$ cat src/hw/osc_cfg.svh
// Constants for the oscillator control block: offsets, field positions, resets, timing.
`ifndef OSC_CFG_SVH
`define OSC_CFG_SVH
// Register indexes; the byte address is four times the index.
`define OSC_CTL_INDEX 14'h0f86
`define OSC_TRIM_INDEX 14'h0f87
`define OSC_STAT_INDEX 14'h0f88
// Control register reset value, unlock keys and trim reset value.
`define OSC_CTL_RESET 8'ha0
`define OSC_UNLOCK_FIRST 8'he7
`define OSC_UNLOCK_SECOND 8'h18
`define OSC_TRIM_RESET 8'h00
// Control register field positions.
`define OSC_BIT_PRC_EN 7
`define OSC_BIT_XTAL_EN 6
`define OSC_BIT_WDOG_EN 5
`define OSC_BIT_PFD_EN 4
`define OSC_BIT_WFD_EN 3
`define OSC_SEL_MSB 2
`define OSC_SEL_LSB 0
// Status register field positions.
`define OSC_STAT_PFAIL 0
`define OSC_STAT_WFAIL 1
`define OSC_STAT_RECOV 2
`define OSC_STAT_XRUN 3
`define OSC_STAT_MODE_LSB 4
`define OSC_STAT_MODE_MSB 5
`define OSC_STAT_FIRST 6
`define OSC_STAT_OPEN 7
// System clock cycles without a watchdog clock edge before a failure is declared.
`define OSC_WDOG_FAIL_CYCLES 8004
// AXI response codes.
`define OSC_RESP_OKAY 2'h0
`define OSC_RESP_SLVERR 2'h2
`endif

$ cat src/hw/osc_pkg.sv
// Types shared by the oscillator control block.
package osc_pkg;
   // System clock source codes; codes 5 to 7 are reserved.
   typedef enum logic [2:0] {
      osc_src_prc_fast = 3'h0,
      osc_src_prc_slow = 3'h1,
      osc_src_crystal = 3'h2,
      osc_src_wdog = 3'h3,
      osc_src_ext_pin = 3'h4
   } osc_src_e;
   // Unlock progress, one-hot.
   typedef enum logic [2:0] {
      osc_lk_locked = 3'h1,
      osc_lk_first = 3'h2,
      osc_lk_open = 3'h4
   } osc_lock_e;
   // Crystal drive modes from the option bits.
   typedef enum logic [1:0] {
      osc_xm_min = 2'h0,
      osc_xm_med = 2'h1,
      osc_xm_max = 2'h2,
      osc_xm_rc = 2'h3
   } osc_xmode_e;
endpackage

$ cat src/hw/osc_ctrl.sv
// Oscillator control block: locked control register, trim, failure handling, AXI4-Lite slave.
//
// The AXI4-Lite register port was chosen for this implementation.
`timescale 1ns/1ps
`include "osc_cfg.svh"
module osc_ctrl #(
   parameter int WDOG_FAIL_CYCLES = `OSC_WDOG_FAIL_CYCLES
) (
   input wire logic aclk,
   input wire logic aresetn,
   input wire logic awvalid,
   output logic awready,
   input wire logic [15:0] awaddr,
   input wire logic wvalid,
   output logic wready,
   input wire logic [31:0] wdata,
   input wire logic [3:0] wstrb,
   output logic bvalid,
   input wire logic bready,
   output logic [1:0] bresp,
   input wire logic arvalid,
   output logic arready,
   input wire logic [15:0] araddr,
   output logic rvalid,
   input wire logic rready,
   output logic [31:0] rdata,
   output logic [1:0] rresp,
   input wire logic crystal_disable_option,
   input wire logic [1:0] crystal_mode_option,
   input wire logic [7:0] trim_option,
   input wire logic primary_fail_pin,
   input wire logic wdog_osc_pin,
   output logic precision_rc_enable,
   output logic crystal_enable,
   output logic wdog_osc_enable,
   output logic [2:0] sysclk_source_select,
   output logic port_a_pin_zero_xtal,
   output logic port_a_pin_one_xtal,
   output logic [1:0] crystal_drive_mode,
   output logic [7:0] precision_rc_trim,
   output logic primary_fail_nmi,
   output logic wdog_fail_nmi,
   output logic recovery_active
);
   // Write channel holding registers; address and data may arrive in either order.
   logic aw_full_reg;
   logic [15:0] aw_addr_reg;
   logic w_full_reg;
   logic [7:0] w_data_reg;
   logic w_strb0_reg;
   logic bvalid_reg;
   logic [1:0] bresp_reg;
   // Read channel answer registers.
   logic rvalid_reg;
   logic [31:0] rdata_reg;
   logic [1:0] rresp_reg;
   // Register file and block state.
   logic [7:0] ctl_reg; // Oscillator control register.
   logic [7:0] ctl_next;
   osc_pkg::osc_lock_e lock_reg; // Unlock progress.
   osc_pkg::osc_lock_e lock_next;
   logic [7:0] trim_reg; // Precision RC trim value.
   logic boot_reg; // High for the first cycle after reset release.
   logic xhold_reg; // Crystal kept running from reset by the option bit.
   logic [1:0] xmode_reg; // Captured crystal drive mode.
   logic pfail_flag_reg; // Sticky primary failure flag.
   logic wfail_flag_reg; // Sticky watchdog failure flag.
   logic recov_reg; // Clock forced to the watchdog oscillator.
   logic recov_next;
   logic [2:0] src_reg; // Effective system clock source.
   logic pnmi_reg; // Primary failure event pulse.
   logic psync1_reg; // First stage, read only by the second.
   logic psync2_reg;
   logic plast_reg;
   logic wdmon_fail; // Watchdog monitor failure pulse.

   // Bus handshakes: a channel is ready while its holding register is free.
   assign awready = ~aw_full_reg;
   assign wready = ~w_full_reg;
   assign arready = ~rvalid_reg;
   wire do_wr = aw_full_reg & w_full_reg & ~bvalid_reg;
   wire do_rd = arvalid & ~rvalid_reg;

   // Address decode on the word index.
   wire [13:0] wr_idx = aw_addr_reg[15:2];
   wire [13:0] rd_idx = araddr[15:2];
   wire wr_ctl = wr_idx == `OSC_CTL_INDEX;
   wire wr_trim = wr_idx == `OSC_TRIM_INDEX;
   wire wr_stat = wr_idx == `OSC_STAT_INDEX;
   wire wr_hit = wr_ctl | wr_trim | wr_stat;
   wire rd_ctl = rd_idx == `OSC_CTL_INDEX;
   wire rd_trim = rd_idx == `OSC_TRIM_INDEX;
   wire rd_stat = rd_idx == `OSC_STAT_INDEX;
   wire rd_hit = rd_ctl | rd_trim | rd_stat;
   // Only the low byte holds data, so only byte lane 0 writes anything.
   wire do_ctl_wr = do_wr & wr_ctl & w_strb0_reg;
   wire do_trim_wr = do_wr & wr_trim & w_strb0_reg;
   wire do_stat_wr = do_wr & wr_stat & w_strb0_reg;
   wire commit = do_ctl_wr & (lock_reg == osc_pkg::osc_lk_open);

   // Primary failure qualification; while the watchdog failure flag is set no primary failure can be detected.
   wire prim_rise = psync2_reg & ~plast_reg;
   wire prim_evt = prim_rise & ctl_reg[`OSC_BIT_PFD_EN] & ~wfail_flag_reg;
   wire wdog_primary = src_reg == osc_pkg::osc_src_wdog;
   wire can_recover = ctl_reg[`OSC_BIT_WDOG_EN] & ~wdog_primary;
   // Watchdog detection is meaningless while that oscillator is off or drives the clock.
   wire wdmon_en = ctl_reg[`OSC_BIT_WFD_EN] & ctl_reg[`OSC_BIT_WDOG_EN] & ~wdog_primary;

   // Read data selection; the control register reads back in any lock state.
   wire [7:0] stat_val = {lock_reg == osc_pkg::osc_lk_open, lock_reg == osc_pkg::osc_lk_first,
      xmode_reg, crystal_enable, recov_reg, wfail_flag_reg, pfail_flag_reg};
   wire [7:0] rd_byte = rd_ctl ? ctl_reg : (rd_trim ? trim_reg : (rd_stat ? stat_val : 8'h00));

   // Capture address and data as each arrives; free both when the write executes.
   always_ff @(posedge aclk) begin
      if (!aresetn) begin
         aw_full_reg <= 1'b0;
         aw_addr_reg <= 16'h0000;
      end else if (awvalid && !aw_full_reg) begin
         aw_full_reg <= 1'b1;
         aw_addr_reg <= awaddr;
      end else if (do_wr) begin
         aw_full_reg <= 1'b0;
      end
   end

   // Write data holding register.
   always_ff @(posedge aclk) begin
      if (!aresetn) begin
         w_full_reg <= 1'b0;
         w_data_reg <= 8'h00;
         w_strb0_reg <= 1'b0;
      end else if (wvalid && !w_full_reg) begin
         w_full_reg <= 1'b1;
         w_data_reg <= wdata[7:0];
         w_strb0_reg <= wstrb[0];
      end else if (do_wr) begin
         w_full_reg <= 1'b0;
      end
   end

   // Write response; an unmapped word answers with a slave error.
   always_ff @(posedge aclk) begin
      if (!aresetn) begin
         bvalid_reg <= 1'b0;
         bresp_reg <= `OSC_RESP_OKAY;
      end else if (do_wr) begin
         bvalid_reg <= 1'b1;
         bresp_reg <= wr_hit ? `OSC_RESP_OKAY : `OSC_RESP_SLVERR;
      end else if (bready) begin
         bvalid_reg <= 1'b0;
      end
   end
   assign bvalid = bvalid_reg;
   assign bresp = bresp_reg;

   // Read answer one cycle after the address is taken.
   always_ff @(posedge aclk) begin
      if (!aresetn) begin
         rvalid_reg <= 1'b0;
         rdata_reg <= 32'h00000000;
         rresp_reg <= `OSC_RESP_OKAY;
      end else if (do_rd) begin
         rvalid_reg <= 1'b1;
         rdata_reg <= {24'h000000, rd_byte};
         rresp_reg <= rd_hit ? `OSC_RESP_OKAY : `OSC_RESP_SLVERR;
      end else if (rready) begin
         rvalid_reg <= 1'b0;
      end
   end
   assign rvalid = rvalid_reg;
   assign rdata = rdata_reg;
   assign rresp = rresp_reg;

   // Unlock sequence. Only control register writes move it, so reads and other
   // registers leave the progress untouched. A repeated first key restarts cleanly.
   always_comb begin
      lock_next = lock_reg;
      ctl_next = ctl_reg;
      case (lock_reg)
         osc_pkg::osc_lk_locked: begin
            if (do_ctl_wr && w_data_reg == `OSC_UNLOCK_FIRST) begin
               lock_next = osc_pkg::osc_lk_first;
            end
         end
         osc_pkg::osc_lk_first: begin
            if (do_ctl_wr) begin
               if (w_data_reg == `OSC_UNLOCK_SECOND) begin
                  lock_next = osc_pkg::osc_lk_open;
               end else if (w_data_reg == `OSC_UNLOCK_FIRST) begin
                  lock_next = osc_pkg::osc_lk_first;
               end else begin
                  lock_next = osc_pkg::osc_lk_locked;
               end
            end
         end
         osc_pkg::osc_lk_open: begin
            if (do_ctl_wr) begin
               ctl_next = w_data_reg;
               lock_next = osc_pkg::osc_lk_locked;
            end
         end
         default: begin
            lock_next = osc_pkg::osc_lk_locked;
         end
      endcase
   end

   // Control register and lock state; the reset value enables both RC oscillators.
   always_ff @(posedge aclk) begin
      if (!aresetn) begin
         ctl_reg <= `OSC_CTL_RESET;
         lock_reg <= osc_pkg::osc_lk_locked;
      end else begin
         ctl_reg <= ctl_next;
         lock_reg <= lock_next;
      end
   end

   // Option bits are caught one cycle after reset release, never under reset itself.
   always_ff @(posedge aclk) begin
      if (!aresetn) begin
         boot_reg <= 1'b1;
         trim_reg <= `OSC_TRIM_RESET;
         xmode_reg <= osc_pkg::osc_xm_min;
         xhold_reg <= 1'b0;
      end else begin
         boot_reg <= 1'b0;
         if (boot_reg) begin
            trim_reg <= trim_option;
            xmode_reg <= crystal_mode_option;
            xhold_reg <= ~crystal_disable_option;
         end else begin
            if (do_trim_wr) begin
               trim_reg <= w_data_reg;
            end
            // The boot hold lapses at the first committed write; from then on the
            // crystal runs only while its enable bit says so.
            if (commit) begin
               xhold_reg <= 1'b0;
            end
         end
      end
   end

   // Primary failure pin from the analog detector, synchronised before use.
   always_ff @(posedge aclk) begin
      if (!aresetn) begin
         psync1_reg <= 1'b0;
         psync2_reg <= 1'b0;
         plast_reg <= 1'b0;
      end else begin
         psync1_reg <= primary_fail_pin;
         psync2_reg <= psync1_reg;
         plast_reg <= psync2_reg;
      end
   end

   // Recovery holds until software commits a new control value; a failure in
   // the same cycle as that commit does not keep it, since can_recover is low while the watchdog is the source.
   assign recov_next = (prim_evt & can_recover) | (recov_reg & ~commit);

   // Failure flags, recovery and the effective source; set beats clear.
   always_ff @(posedge aclk) begin
      if (!aresetn) begin
         pfail_flag_reg <= 1'b0;
         wfail_flag_reg <= 1'b0;
         recov_reg <= 1'b0;
         src_reg <= osc_pkg::osc_src_prc_fast;
         pnmi_reg <= 1'b0;
      end else begin
         pfail_flag_reg <= prim_evt | (pfail_flag_reg & ~(do_stat_wr & w_data_reg[0]));
         wfail_flag_reg <= wdmon_fail | (wfail_flag_reg & ~(do_stat_wr & w_data_reg[1]));
         recov_reg <= recov_next;
         // Crystal code passes straight through: no divider on that path.
         src_reg <= recov_next ? osc_pkg::osc_src_wdog : ctl_next[2:0];
         pnmi_reg <= prim_evt;
      end
   end

   // Watchdog oscillator failure monitor.
   osc_wdmon #(
      .FAIL_CYCLES(WDOG_FAIL_CYCLES)
   ) u_wdmon (
      .aclk(aclk),
      .aresetn(aresetn),
      .enable(wdmon_en),
      .wdog_osc_pin(wdog_osc_pin),
      .fail_pulse(wdmon_fail)
   );

   // Oscillator controls. Software must let a freshly enabled crystal settle
   // before selecting it; the block does not delay the switch itself.
   assign precision_rc_enable = ctl_reg[`OSC_BIT_PRC_EN];
   assign crystal_enable = ctl_reg[`OSC_BIT_XTAL_EN] | xhold_reg;
   assign wdog_osc_enable = ctl_reg[`OSC_BIT_WDOG_EN];
   assign port_a_pin_zero_xtal = crystal_enable;
   assign port_a_pin_one_xtal = crystal_enable;
   assign sysclk_source_select = src_reg;
   assign crystal_drive_mode = xmode_reg;
   assign precision_rc_trim = trim_reg;
   assign primary_fail_nmi = pnmi_reg;
   assign wdog_fail_nmi = wdmon_fail;
   assign recovery_active = recov_reg;

   property p_change_needs_unlock;
      @(posedge aclk) disable iff (!aresetn)
      $changed(ctl_reg) |-> $past(commit);
   endproperty
   a_change_needs_unlock: assert property (p_change_needs_unlock) else $error("locked change");
   property p_relock;
      @(posedge aclk) disable iff (!aresetn)
      commit |=> lock_reg == osc_pkg::osc_lk_locked && ctl_reg == $past(w_data_reg);
   endproperty
   a_relock: assert property (p_relock) else $error("no relock after commit");
   property p_no_effect;
      @(posedge aclk) disable iff (!aresetn)
      (do_ctl_wr && lock_reg != osc_pkg::osc_lk_open) |=> $stable(ctl_reg);
   endproperty
   a_no_effect: assert property (p_no_effect) else $error("write while locked changed register");
   property p_other_keeps;
      @(posedge aclk) disable iff (!aresetn)
      (do_wr && !wr_ctl) |=> $stable(lock_reg);
   endproperty
   a_other_keeps: assert property (p_other_keeps) else $error("other write broke unlock");
   property p_reset_val;
      @(posedge aclk) disable iff (!aresetn)
      $rose(aresetn) |-> ctl_reg == `OSC_CTL_RESET && lock_reg == osc_pkg::osc_lk_locked;
   endproperty
   a_reset_val: assert property (p_reset_val) else $error("bad control reset value");
   property p_primary_fail_detect_enable_gate;
      @(posedge aclk) disable iff (!aresetn)
      primary_fail_nmi |-> $past(ctl_reg[`OSC_BIT_PFD_EN]);
   endproperty
   a_primary_fail_detect_enable_gate: assert property (p_primary_fail_detect_enable_gate) else $error("event while detection off");
   property p_recover;
      @(posedge aclk) disable iff (!aresetn)
      (prim_evt && can_recover) |=> primary_fail_nmi && recovery_active
         && sysclk_source_select == osc_pkg::osc_src_wdog;
   endproperty
   a_recover: assert property (p_recover) else $error("no switch to watchdog");
   property p_trim_write;
      @(posedge aclk) disable iff (!aresetn)
      (do_trim_wr && !boot_reg) |=> precision_rc_trim == $past(w_data_reg);
   endproperty
   a_trim_write: assert property (p_trim_write) else $error("trim override lost");
   property p_read_keeps;
      @(posedge aclk) disable iff (!aresetn)
      (do_rd && !do_wr) |=> $stable(lock_reg) && $stable(ctl_reg);
   endproperty
   a_read_keeps: assert property (p_read_keeps) else $error("read altered lock state");
endmodule

$ cat src/hw/osc_wdmon.sv
// Watchdog oscillator failure monitor counting system clocks between watchdog edges.
`timescale 1ns/1ps
`include "osc_cfg.svh"
module osc_wdmon #(
   parameter int FAIL_CYCLES = `OSC_WDOG_FAIL_CYCLES
) (
   input wire logic aclk,
   input wire logic aresetn,
   input wire logic enable,
   input wire logic wdog_osc_pin,
   output logic fail_pulse
);
   localparam logic [13:0] LIMIT = 14'(FAIL_CYCLES - 1);
   logic sync1_reg; // First synchroniser stage, read only by the second.
   logic sync2_reg; // Second synchroniser stage.
   logic last_reg; // Previous synchronised level for edge detection.
   logic [13:0] cnt_reg; // Cycles since the last watchdog edge.
   logic fired_reg; // Failure already reported since the last edge.
   logic fail_reg; // Registered failure pulse.
   wire edge_seen = sync2_reg & ~last_reg;
   wire at_limit = enable & ~edge_seen & ~fired_reg & (cnt_reg == LIMIT);

   // Bring the asynchronous watchdog clock into the system clock domain.
   always_ff @(posedge aclk) begin
      if (!aresetn) begin
         sync1_reg <= 1'b0;
         sync2_reg <= 1'b0;
         last_reg <= 1'b0;
      end else begin
         sync1_reg <= wdog_osc_pin;
         sync2_reg <= sync1_reg;
         last_reg <= sync2_reg;
      end
   end

   // Count while waiting; any rising edge or a disable restarts the wait.
   always_ff @(posedge aclk) begin
      if (!aresetn || !enable || edge_seen) begin
         cnt_reg <= 14'h0000;
         fired_reg <= 1'b0;
      end else if (at_limit) begin
         fired_reg <= 1'b1;
      end else if (!fired_reg) begin
         cnt_reg <= cnt_reg + 14'h0001;
      end
   end

   // One pulse per failure; a stopped oscillator is reported once, not every window.
   always_ff @(posedge aclk) begin
      if (!aresetn) begin
         fail_reg <= 1'b0;
      end else begin
         fail_reg <= at_limit;
      end
   end
   assign fail_pulse = fail_reg;

   property p_wdog_limit;
      @(posedge aclk) disable iff (!aresetn)
      (enable && !edge_seen && !fired_reg && cnt_reg == LIMIT) |=> fail_pulse;
   endproperty
   a_wdog_limit: assert property (p_wdog_limit) else $error("watchdog failure not flagged");
endmodule

$ cat config.mk
export PLATFORM = sky130hd
export DESIGN_NAME = osc_ctrl
export DESIGN_NICKNAME = d
export VERILOG_FILES = /design/src/hw/osc_pkg.sv /design/src/hw/osc_ctrl.sv /design/src/hw/osc_wdmon.sv
export VERILOG_INCLUDE_DIRS = /design/src /design/src/hw
export SDC_FILE = /design/constraint.sdc
export NUM_CORES = 1
export LEC_CHECK = 0
export BUFFER_PORTS_ARGS = -buffer_cell sky130_fd_sc_hd__buf_2
export CAP_MARGIN = 0
export CORE_MARGIN = 2
export CORE_UTILIZATION = 53
export DETAILED_ROUTE_END_ITERATION = 7
export PLACE_DENSITY = 0.85
export RECOVER_POWER = 25
export SETUP_SLACK_MARGIN = 0.4
export SYNTH_ARGS = -nofsm -noshare
export SYNTH_HDL_FRONTEND = slang
export SYNTH_SLANG_ARGS = --single-unit
export TNS_END_PERCENT = 10
$ cat constraint.sdc
create_clock -name aclk -period 6.3 [get_ports aclk]
set_input_delay 0.63 -clock aclk [delete_from_list [all_inputs] [get_ports aclk]]
set_output_delay 0.63 -clock aclk [all_outputs]
set_load 0.02 [all_outputs]
==> impl_metrics.py, run 1 <==
metrics = {
    "outcome": {
        "status": "completed",
    },
    "synth": {
        "syn_avg_cell_area_sq_um": 8.597,
        "synth_area_leaders": "sky130_fd_sc_hd__dfxtp_1, sky130_fd_sc_hd__a21oi_1, sky130_fd_sc_hd__nand2_1",
        "synthFlopType": "sky130_fd_sc_hd__dfxtp_1",
        "post-synth-top-area-fraction_pct": 43.18,
        "netlist-cell-type-count": 57,
        "synth_edf_count": 0,
        "yosys.area.top_type": "sky130_fd_sc_hd__dfxtp_1",
        "ys_ff_latch": 89,
        "ys_async_rst_share_pct": 0,
        "cells_after_synthesis": 480,
        "synthesis.area_sq_um": 4126,
        "synth_sequential_area_ratio_pct": 43.18,
        "synthesis_warning_total": 0,
    },
    "clock_network": {
        "cts_setup_buffers": 0,
        "post_cts.resized_instances": 0,
        "maximum_clock_path_buffer_count": 2,
        "cts-hold-fix-buffers": 0,
        "clock_tree_from_tritoncts": "yes",
        "clk_latency_ps": 350,
        "clockRootBuffer": "sky130_fd_sc_hd__clkbuf_8",
        "cts_buffer_count": 9,
        "htreeDepth": 3,
        "cts.sink_count": 89,
        "clk_pin_slew_ps": 80,
    },
    "timing": {
        "tightest_slew_ps": 1257,
        "rsz0062_at_grt": "false",
        "fmax_mhz": 393.8,
        "max-slew-margin-rel_pct": 16.11,
        "fin_skew_ps": 7.684,
        "final.setup.tns_ps": 0,
        "min_period_over_period_pct": 40.31,
        "hold_viol_final": 0,
        "layout_min_cycle_time_ps": 2539,
        "drv_slew": 0,
        "finalSetupViolations": 0,
    },
    "cells_and_area": {
        "fillCellCount": 702,
        "final_layout_size_suffix_gt1_share_pct": 20.00,
        "nets": 644,
        "antenna_cells": 0,
        "area_added_between_synthesis_and_finish_pct": 13.01,
    },
    "critical_path": {
        "timing.critical_path.arrival_ps": 2760,
        "crit_path_end_kind": "register",
        "worstSetupStartpointType": "input pin",
        "critical_path.max_fanout": 28,
        "worst-setup-path-type": "in -> reg",
        "worstPathRequired_ps": 6520,
        "critPathSlowestCell": "sky130_fd_sc_hd__clkbuf_1",
        "worst_path_largest_cell_delay_ps": 790,
        "path_cells": "clkbuf_1 -> nand2b_1 -> or4b_1 -> a2111oi_0 -> nor4_1",
    },
    "drt": {
        "routed_wl_microns": 9842,
        "postRouteAntennaNets": 0,
        "first_iter_violations": 518,
        "drc": 0,
        "first_pass_iters": 5,
        "detail_route.wl_per_cell_microns": 14.87,
        "drt-vias-per-instance": 5.675,
        "num_vias": 3757,
    },
    "global_routing": {
        "grt.total_usage_pct": 23.32,
        "initial_antenna_violation_count": 0,
        "grt_first_pass_wirelength_microns": 16080,
        "first_global_vias": 3523,
        "grt_remaining_overflow": 0,
        "grt_start_max_net_pins": 29,
    },
    "flow_run": {
        "maxCapViolCount": 0,
    },
    "pwr": {
        "static-leakage-power_uw": 0.001919,
        "power_density_nw_per_um2": 226.4,
        "power.ir.vdd_worst_uv": 195.3,
        "power.total_uw": 1056,
    },
    "floorplan": {
        "fp-row-count": 32,
        "coreArea_sq_um": 7647,
        "io_pins": 150,
        "die_height_microns": 92.24,
        "design.die.area_sq_um": 8507,
        "starting_density_of_the_core_pct": 53.96,
        "die_width_microns": 92.24,
    },
    "hold_path": {
        "min_path_type": "reg -> reg",
    },
    "placed_design": {
        "placement.io_buffers": 92,
        "gp_congestion": 0.8404,
        "place_hpwl_microns": 7147,
    },
}
[logic make-up after synthesis]
kind of cell / share of synthesized area [%]
AND/OR/NAND/NOR: 24.41
AO/OA/AOI/OAI: 18.86
flip-flops: 43.18
buffers and inverters: 8.823
XOR/XNOR: 1.910
adder cells (fa/ha/maj): 0.3032
other: 0.09088
multiplexers: 2.426
[layout make-up]
type | count | area [sq um] | share of cell area (%)
multi-input cells | 350 | 2074 | 44.49
clock buffers | 11 | 141.4 | 3.032
flip-flops and latches | 89 | 1782 | 38.21
inverters | 11 | 41.29 | 0.8854
clock inverters | 5 | 31.28 | 0.6708
well taps | 102 | 127.6 | 2.737
repair buffers | 94 | 465.4 | 9.981
[Yosys cell counts (9+ instances only)]
master and n:
sky130_fd_sc_hd__nand2_1 65, sky130_fd_sc_hd__dfxtp_1 89, sky130_fd_sc_hd__nor2_1 29, sky130_fd_sc_hd__mux2i_1 10
sky130_fd_sc_hd__nand3_1 14, sky130_fd_sc_hd__clkbuf_1 20, sky130_fd_sc_hd__a211oi_1 9, sky130_fd_sc_hd__o21ai_0 15
sky130_fd_sc_hd__nand4_1 12, sky130_fd_sc_hd__inv_1 11, sky130_fd_sc_hd__a21oi_1 53, sky130_fd_sc_hd__buf_4 28
[power breakdown]
part	total (uW)	switching (uW)	internal (uW)
registers	600	19.3	580
clock network	346	193	153
logic	110	71.3	39.2
[cells in the final DEF, fill, tap and decap left out, types with 3 or more instances in the layout]
cell                        instances
sky130_fd_sc_hd__clkbuf_1           9
sky130_fd_sc_hd__nor4_1             4
sky130_fd_sc_hd__a211oi_1           9
sky130_fd_sc_hd__nand4_1           12
sky130_fd_sc_hd__a311oi_1           8
sky130_fd_sc_hd__dfxtp_1           89
sky130_fd_sc_hd__and2_1             4
sky130_fd_sc_hd__o22ai_1            4
sky130_fd_sc_hd__nor2_1            29
sky130_fd_sc_hd__or3_1              5
sky130_fd_sc_hd__o31ai_1            7
sky130_fd_sc_hd__xor2_1             6
sky130_fd_sc_hd__and3_1             3
sky130_fd_sc_hd__nand2_1           65
sky130_fd_sc_hd__mux2i_1           10
sky130_fd_sc_hd__clkbuf_8          10
sky130_fd_sc_hd__xnor2_1            3
sky130_fd_sc_hd__nand3b_1           6
sky130_fd_sc_hd__or4_1              3
sky130_fd_sc_hd__o21ai_0           15
sky130_fd_sc_hd__and4b_1            3
sky130_fd_sc_hd__buf_2             84
sky130_fd_sc_hd__inv_1             11
sky130_fd_sc_hd__clkinv_2           3
sky130_fd_sc_hd__a21oi_1           53
sky130_fd_sc_hd__nand2b_1           7
sky130_fd_sc_hd__conb_1            26
sky130_fd_sc_hd__and4_1             3
sky130_fd_sc_hd__nor2b_1            6
sky130_fd_sc_hd__o2bb2ai_1          4
sky130_fd_sc_hd__nand3_1           14
[path summary, 6_finish.rpt]
kind	start	slack (ps)	end	depth (start not counted)
setup / recovery	aresetn	3760	lock_reg[0]	5
hold / removal	u_wdmon.sync2_reg	450	u_wdmon.last_reg	2
setup reg to reg	lock_reg[1]	4030	sysclk_source_select[0]	4
hold reg to reg	u_wdmon.sync2_reg	450	u_wdmon.last_reg	2
[critical path, delay by kind of cell]
family / cells / cell delay, ps
and+or+nand+nor: 3 / 870
buffers and inverters: 1 / 790
AOI/OAI and AO/OA: 1 / 460
[per-layer routing]
metal  track usage (%)  part of all wire (%)  vias to the layer above
met4             8.209                   1.4                        0
li1                  -                     -                     1819
met3             6.081                   8.2                       14
met2             39.46                    48                      190
met1             28.71                    42                     1734
met5                 0                     0                        -
[per-stage QoR]
stage               util [%]  setup slack, ps  hold slack [ps]  cell area, sq um  instances
global route           60.98             3482            457.3              4663        662
detailed placement     58.85             3879            440.6              4501        646
floorplan                  -             4217            411.9              4220        505
CTS                    61.11             4092            447.4              4673        662
global placement       58.85             3955            433.9              4501        646
finish                 60.98             3761            449.1              4663        662
Power figures use the tool's default switching activity.
==> run 2, diff against run 1 <==
--- a/config.mk
+++ b/config.mk
@@ -6,12 +6,13 @@
 export SDC_FILE = /design/constraint.sdc
 export NUM_CORES = 1
 export LEC_CHECK = 0
+export ABC_AREA = 1
 export BUFFER_PORTS_ARGS = -buffer_cell sky130_fd_sc_hd__buf_2
 export CAP_MARGIN = 0
 export CORE_MARGIN = 2
-export CORE_UTILIZATION = 53
+export CORE_UTILIZATION = 51
 export DETAILED_ROUTE_END_ITERATION = 7
-export PLACE_DENSITY = 0.85
+export PLACE_DENSITY = 0.81
 export RECOVER_POWER = 25
 export SETUP_SLACK_MARGIN = 0.4
 export SYNTH_ARGS = -nofsm -noshare
==> constraint.sdc (replaced) <==
create_clock -name aclk -period 2.5 [get_ports aclk]
set_input_delay 0.25 -clock aclk [delete_from_list [all_inputs] [get_ports aclk]]
set_output_delay 0.25 -clock aclk [all_outputs]
set_load 0.02 [all_outputs]
==> run 2 against run 1 <==
Sequential share of layout area down 2.9 points; setup slack worse by 3000 ps; cell area up 8.2%; final cell count up 28%; clock-buffer cell count unchanged; wire length up 4.7%.
==> impl_metrics.py, run 2 <==
metrics = {
    "placed_design": {
        "placement.io_buffers": 92,
        "place_hpwl_microns": 7641,
        "placed_area_sq_um": 4880,
        "placedCellCount": 830,
        "post-place-ws_ps": 791.7,
        "gp_congestion": 0.9016,
    },
    "cells_and_area": {
        "final_layout_size_suffix_gt1_share_pct": 15.58,
        "area_added_between_synthesis_and_finish_pct": 11.65,
        "mostFrequentLayoutCells": "sky130_fd_sc_hd__nand2_1, sky130_fd_sc_hd__inv_1, sky130_fd_sc_hd__dfxtp_1",
        "post_route_insts_no_fill": 846,
        "final_cell_area_sq_um": 5047,
        "antenna_cells": 0,
        "nets": 822,
        "layout.cells.most_common": "sky130_fd_sc_hd__nand2_1",
    },
    "clock_network": {
        "clock_tree_from_tritoncts": "yes",
        "clk_latency_ps": 370,
        "clk_pin_slew_ps": 100,
        "cts-hold-fix-buffers": 0,
        "htreeDepth": 3,
        "cts_buffer_count": 9,
        "cts_setup_buffers": 0,
        "post_cts.resized_instances": 0,
        "clockRootBuffer": "sky130_fd_sc_hd__clkbuf_8",
        "cts.sink_count": 89,
        "maximum_clock_path_buffer_count": 2,
    },
    "synth": {
        "ys_ff_latch": 89,
        "synthesis_warning_total": 0,
        "ys_async_rst_share_pct": 0,
        "synth_edf_count": 0,
        "synthMostInstantiatedCell": "sky130_fd_sc_hd__nand2_1",
        "syn_avg_cell_area_sq_um": 6.902,
        "cells_after_synthesis": 655,
        "synth_commonest_cells": "sky130_fd_sc_hd__nand2_1, sky130_fd_sc_hd__inv_1, sky130_fd_sc_hd__dfxtp_1, sky130_fd_sc_hd__nor2_1, sky130_fd_sc_hd__o21ai_0",
        "synthFlopType": "sky130_fd_sc_hd__dfxtp_1",
        "yosys.area.top_type": "sky130_fd_sc_hd__dfxtp_1",
        "synth_sequential_area_ratio_pct": 39.41,
        "synth_area_leaders": "sky130_fd_sc_hd__dfxtp_1, sky130_fd_sc_hd__nand2_1, sky130_fd_sc_hd__inv_1",
        "synthesis.area_sq_um": 4521,
        "netlist-cell-type-count": 36,
        "post-synth-top-area-fraction_pct": 39.41,
    },
    "critical_path": {
        "worstSetupStartpointType": "register",
        "timing.critical_path.arrival_ps": 2050,
        "crit_path_end_kind": "register",
        "worst-setup-path-type": "reg -> reg",
        "critical_path.max_fanout": 13,
        "worstPathRequired_ps": 2810,
    },
    "timing": {
        "layout_min_cycle_time_ps": 1733,
        "fin_skew_ps": 13.77,
        "hold_viol_final": 0,
        "min_period_over_period_pct": 69.31,
        "max-slew-margin-rel_pct": 51.55,
        "worst_path_setup_slack_after_routing_ps": 767.1,
        "fmax_mhz": 577.1,
        "rsz0062_at_grt": "false",
        "final.setup.tns_ps": 0,
        "tightest_slew_ps": 726.0,
        "finalSetupViolations": 0,
        "drv_slew": 0,
    },
    "pwr": {
        "power_density_nw_per_um2": 558.7,
        "power.ir.vdd_worst_uv": 387.0,
        "power.total_uw": 2820,
        "static-leakage-power_uw": 0.002378,
    },
    "floorplan": {
        "die_height_microns": 98.15,
        "io_pins": 150,
        "starting_density_of_the_core_pct": 52.09,
        "coreArea_sq_um": 8678,
        "fp-row-count": 34,
        "design.die.area_sq_um": 9633,
        "die_width_microns": 98.15,
    },
    "drt": {
        "first_iter_violations": 184,
        "drc": 0,
        "first_pass_iters": 4,
        "postRouteAntennaNets": 0,
        "num_vias": 4265,
        "drt-vias-per-instance": 5.041,
        "detail_route.wl_per_cell_microns": 12.17,
        "routed_wl_microns": 10300,
    },
    "outcome": {
        "status": "completed",
    },
    "global_routing": {
        "grt_remaining_overflow": 0,
        "first_global_vias": 4039,
        "grt.total_usage_pct": 21.69,
        "grt_start_max_net_pins": 55,
        "initial_antenna_violation_count": 0,
        "grt_first_pass_wirelength_microns": 17320,
    },
    "flow_run": {
        "maxCapViolCount": 0,
    },
    "hold_path": {
        "min_path_type": "in -> reg",
    },
}
## run 2: final cells by class
cell class,count,area (sq um)
fillers,831,3631
multi-input cells,448,2142
flip-flops and latches,89,1782
repair buffers,93,446.7
inverters,92,345.3
clock buffers,11,151.4
well taps,108,135.1
clock inverters,5,45.04
## run 2: through the flow
stage / utilization (%) / hold slack, ps
6_report: 58.16 / 63.04
3_3_place_gp: 56.23 / 406.7
2_1_floorplan: - / 347.6
4_1_cts: 58.49 / 54.11
3_5_place_dp: 56.23 / 410.3
5_1_grt: 58.16 / 89.57
## run 2: final timing paths
path | startpoint | endpoint | slack [ps] | depth (start not counted)
max | ctl_reg[5] | u_wdmon.cnt_reg[11] | 770 | 10
min | wdog_osc_pin | u_wdmon.sync1_reg | 60 | 3
max reg2reg | ctl_reg[5] | u_wdmon.cnt_reg[11] | 770 | 10
min reg2reg | u_wdmon.sync1_reg | u_wdmon.sync2_reg | 430 | 2
## run 2: layer usage
layer / global-route usage (%) / wire [microns] / vias up
li1: - / - / 2191
met1: 26.07 / 4529 / 1932
met2: 38.72 / 5018 / 122
met3: 3.078 / 528 / 20
met4: 9.168 / 223 / 0
met5: 0 / 0 / -
## run 2: kinds of logic after synthesis
family	count (synthesis)	share of synthesized area (%)
simple gates	302	31.03
buf+inv	143	15.11
compound gates	113	12.93
flops	89	39.41
xor+xnor	6	1.162
fa+ha+maj	1	0.2767
other cells	1	0.08295
## run 2: report_power, final
part           switching (uW)  total [uW]  internal [uW]
registers                40.5        1520           1480
clock network             540         972            432
logic                     227         329            102
## run 2: worst max-delay path, cell delays in order, from the launching register on
cell and delay (ps):
sky130_fd_sc_hd__dfxtp_1 440, sky130_fd_sc_hd__nand2_1 90, sky130_fd_sc_hd__inv_1 80, sky130_fd_sc_hd__nand3_1 130
sky130_fd_sc_hd__nor2_1 140, sky130_fd_sc_hd__nand3_2 240, sky130_fd_sc_hd__nand2_2 310, sky130_fd_sc_hd__nand2_1 110
sky130_fd_sc_hd__nand2_1 70, sky130_fd_sc_hd__nand2_1 50, sky130_fd_sc_hd__inv_1 40
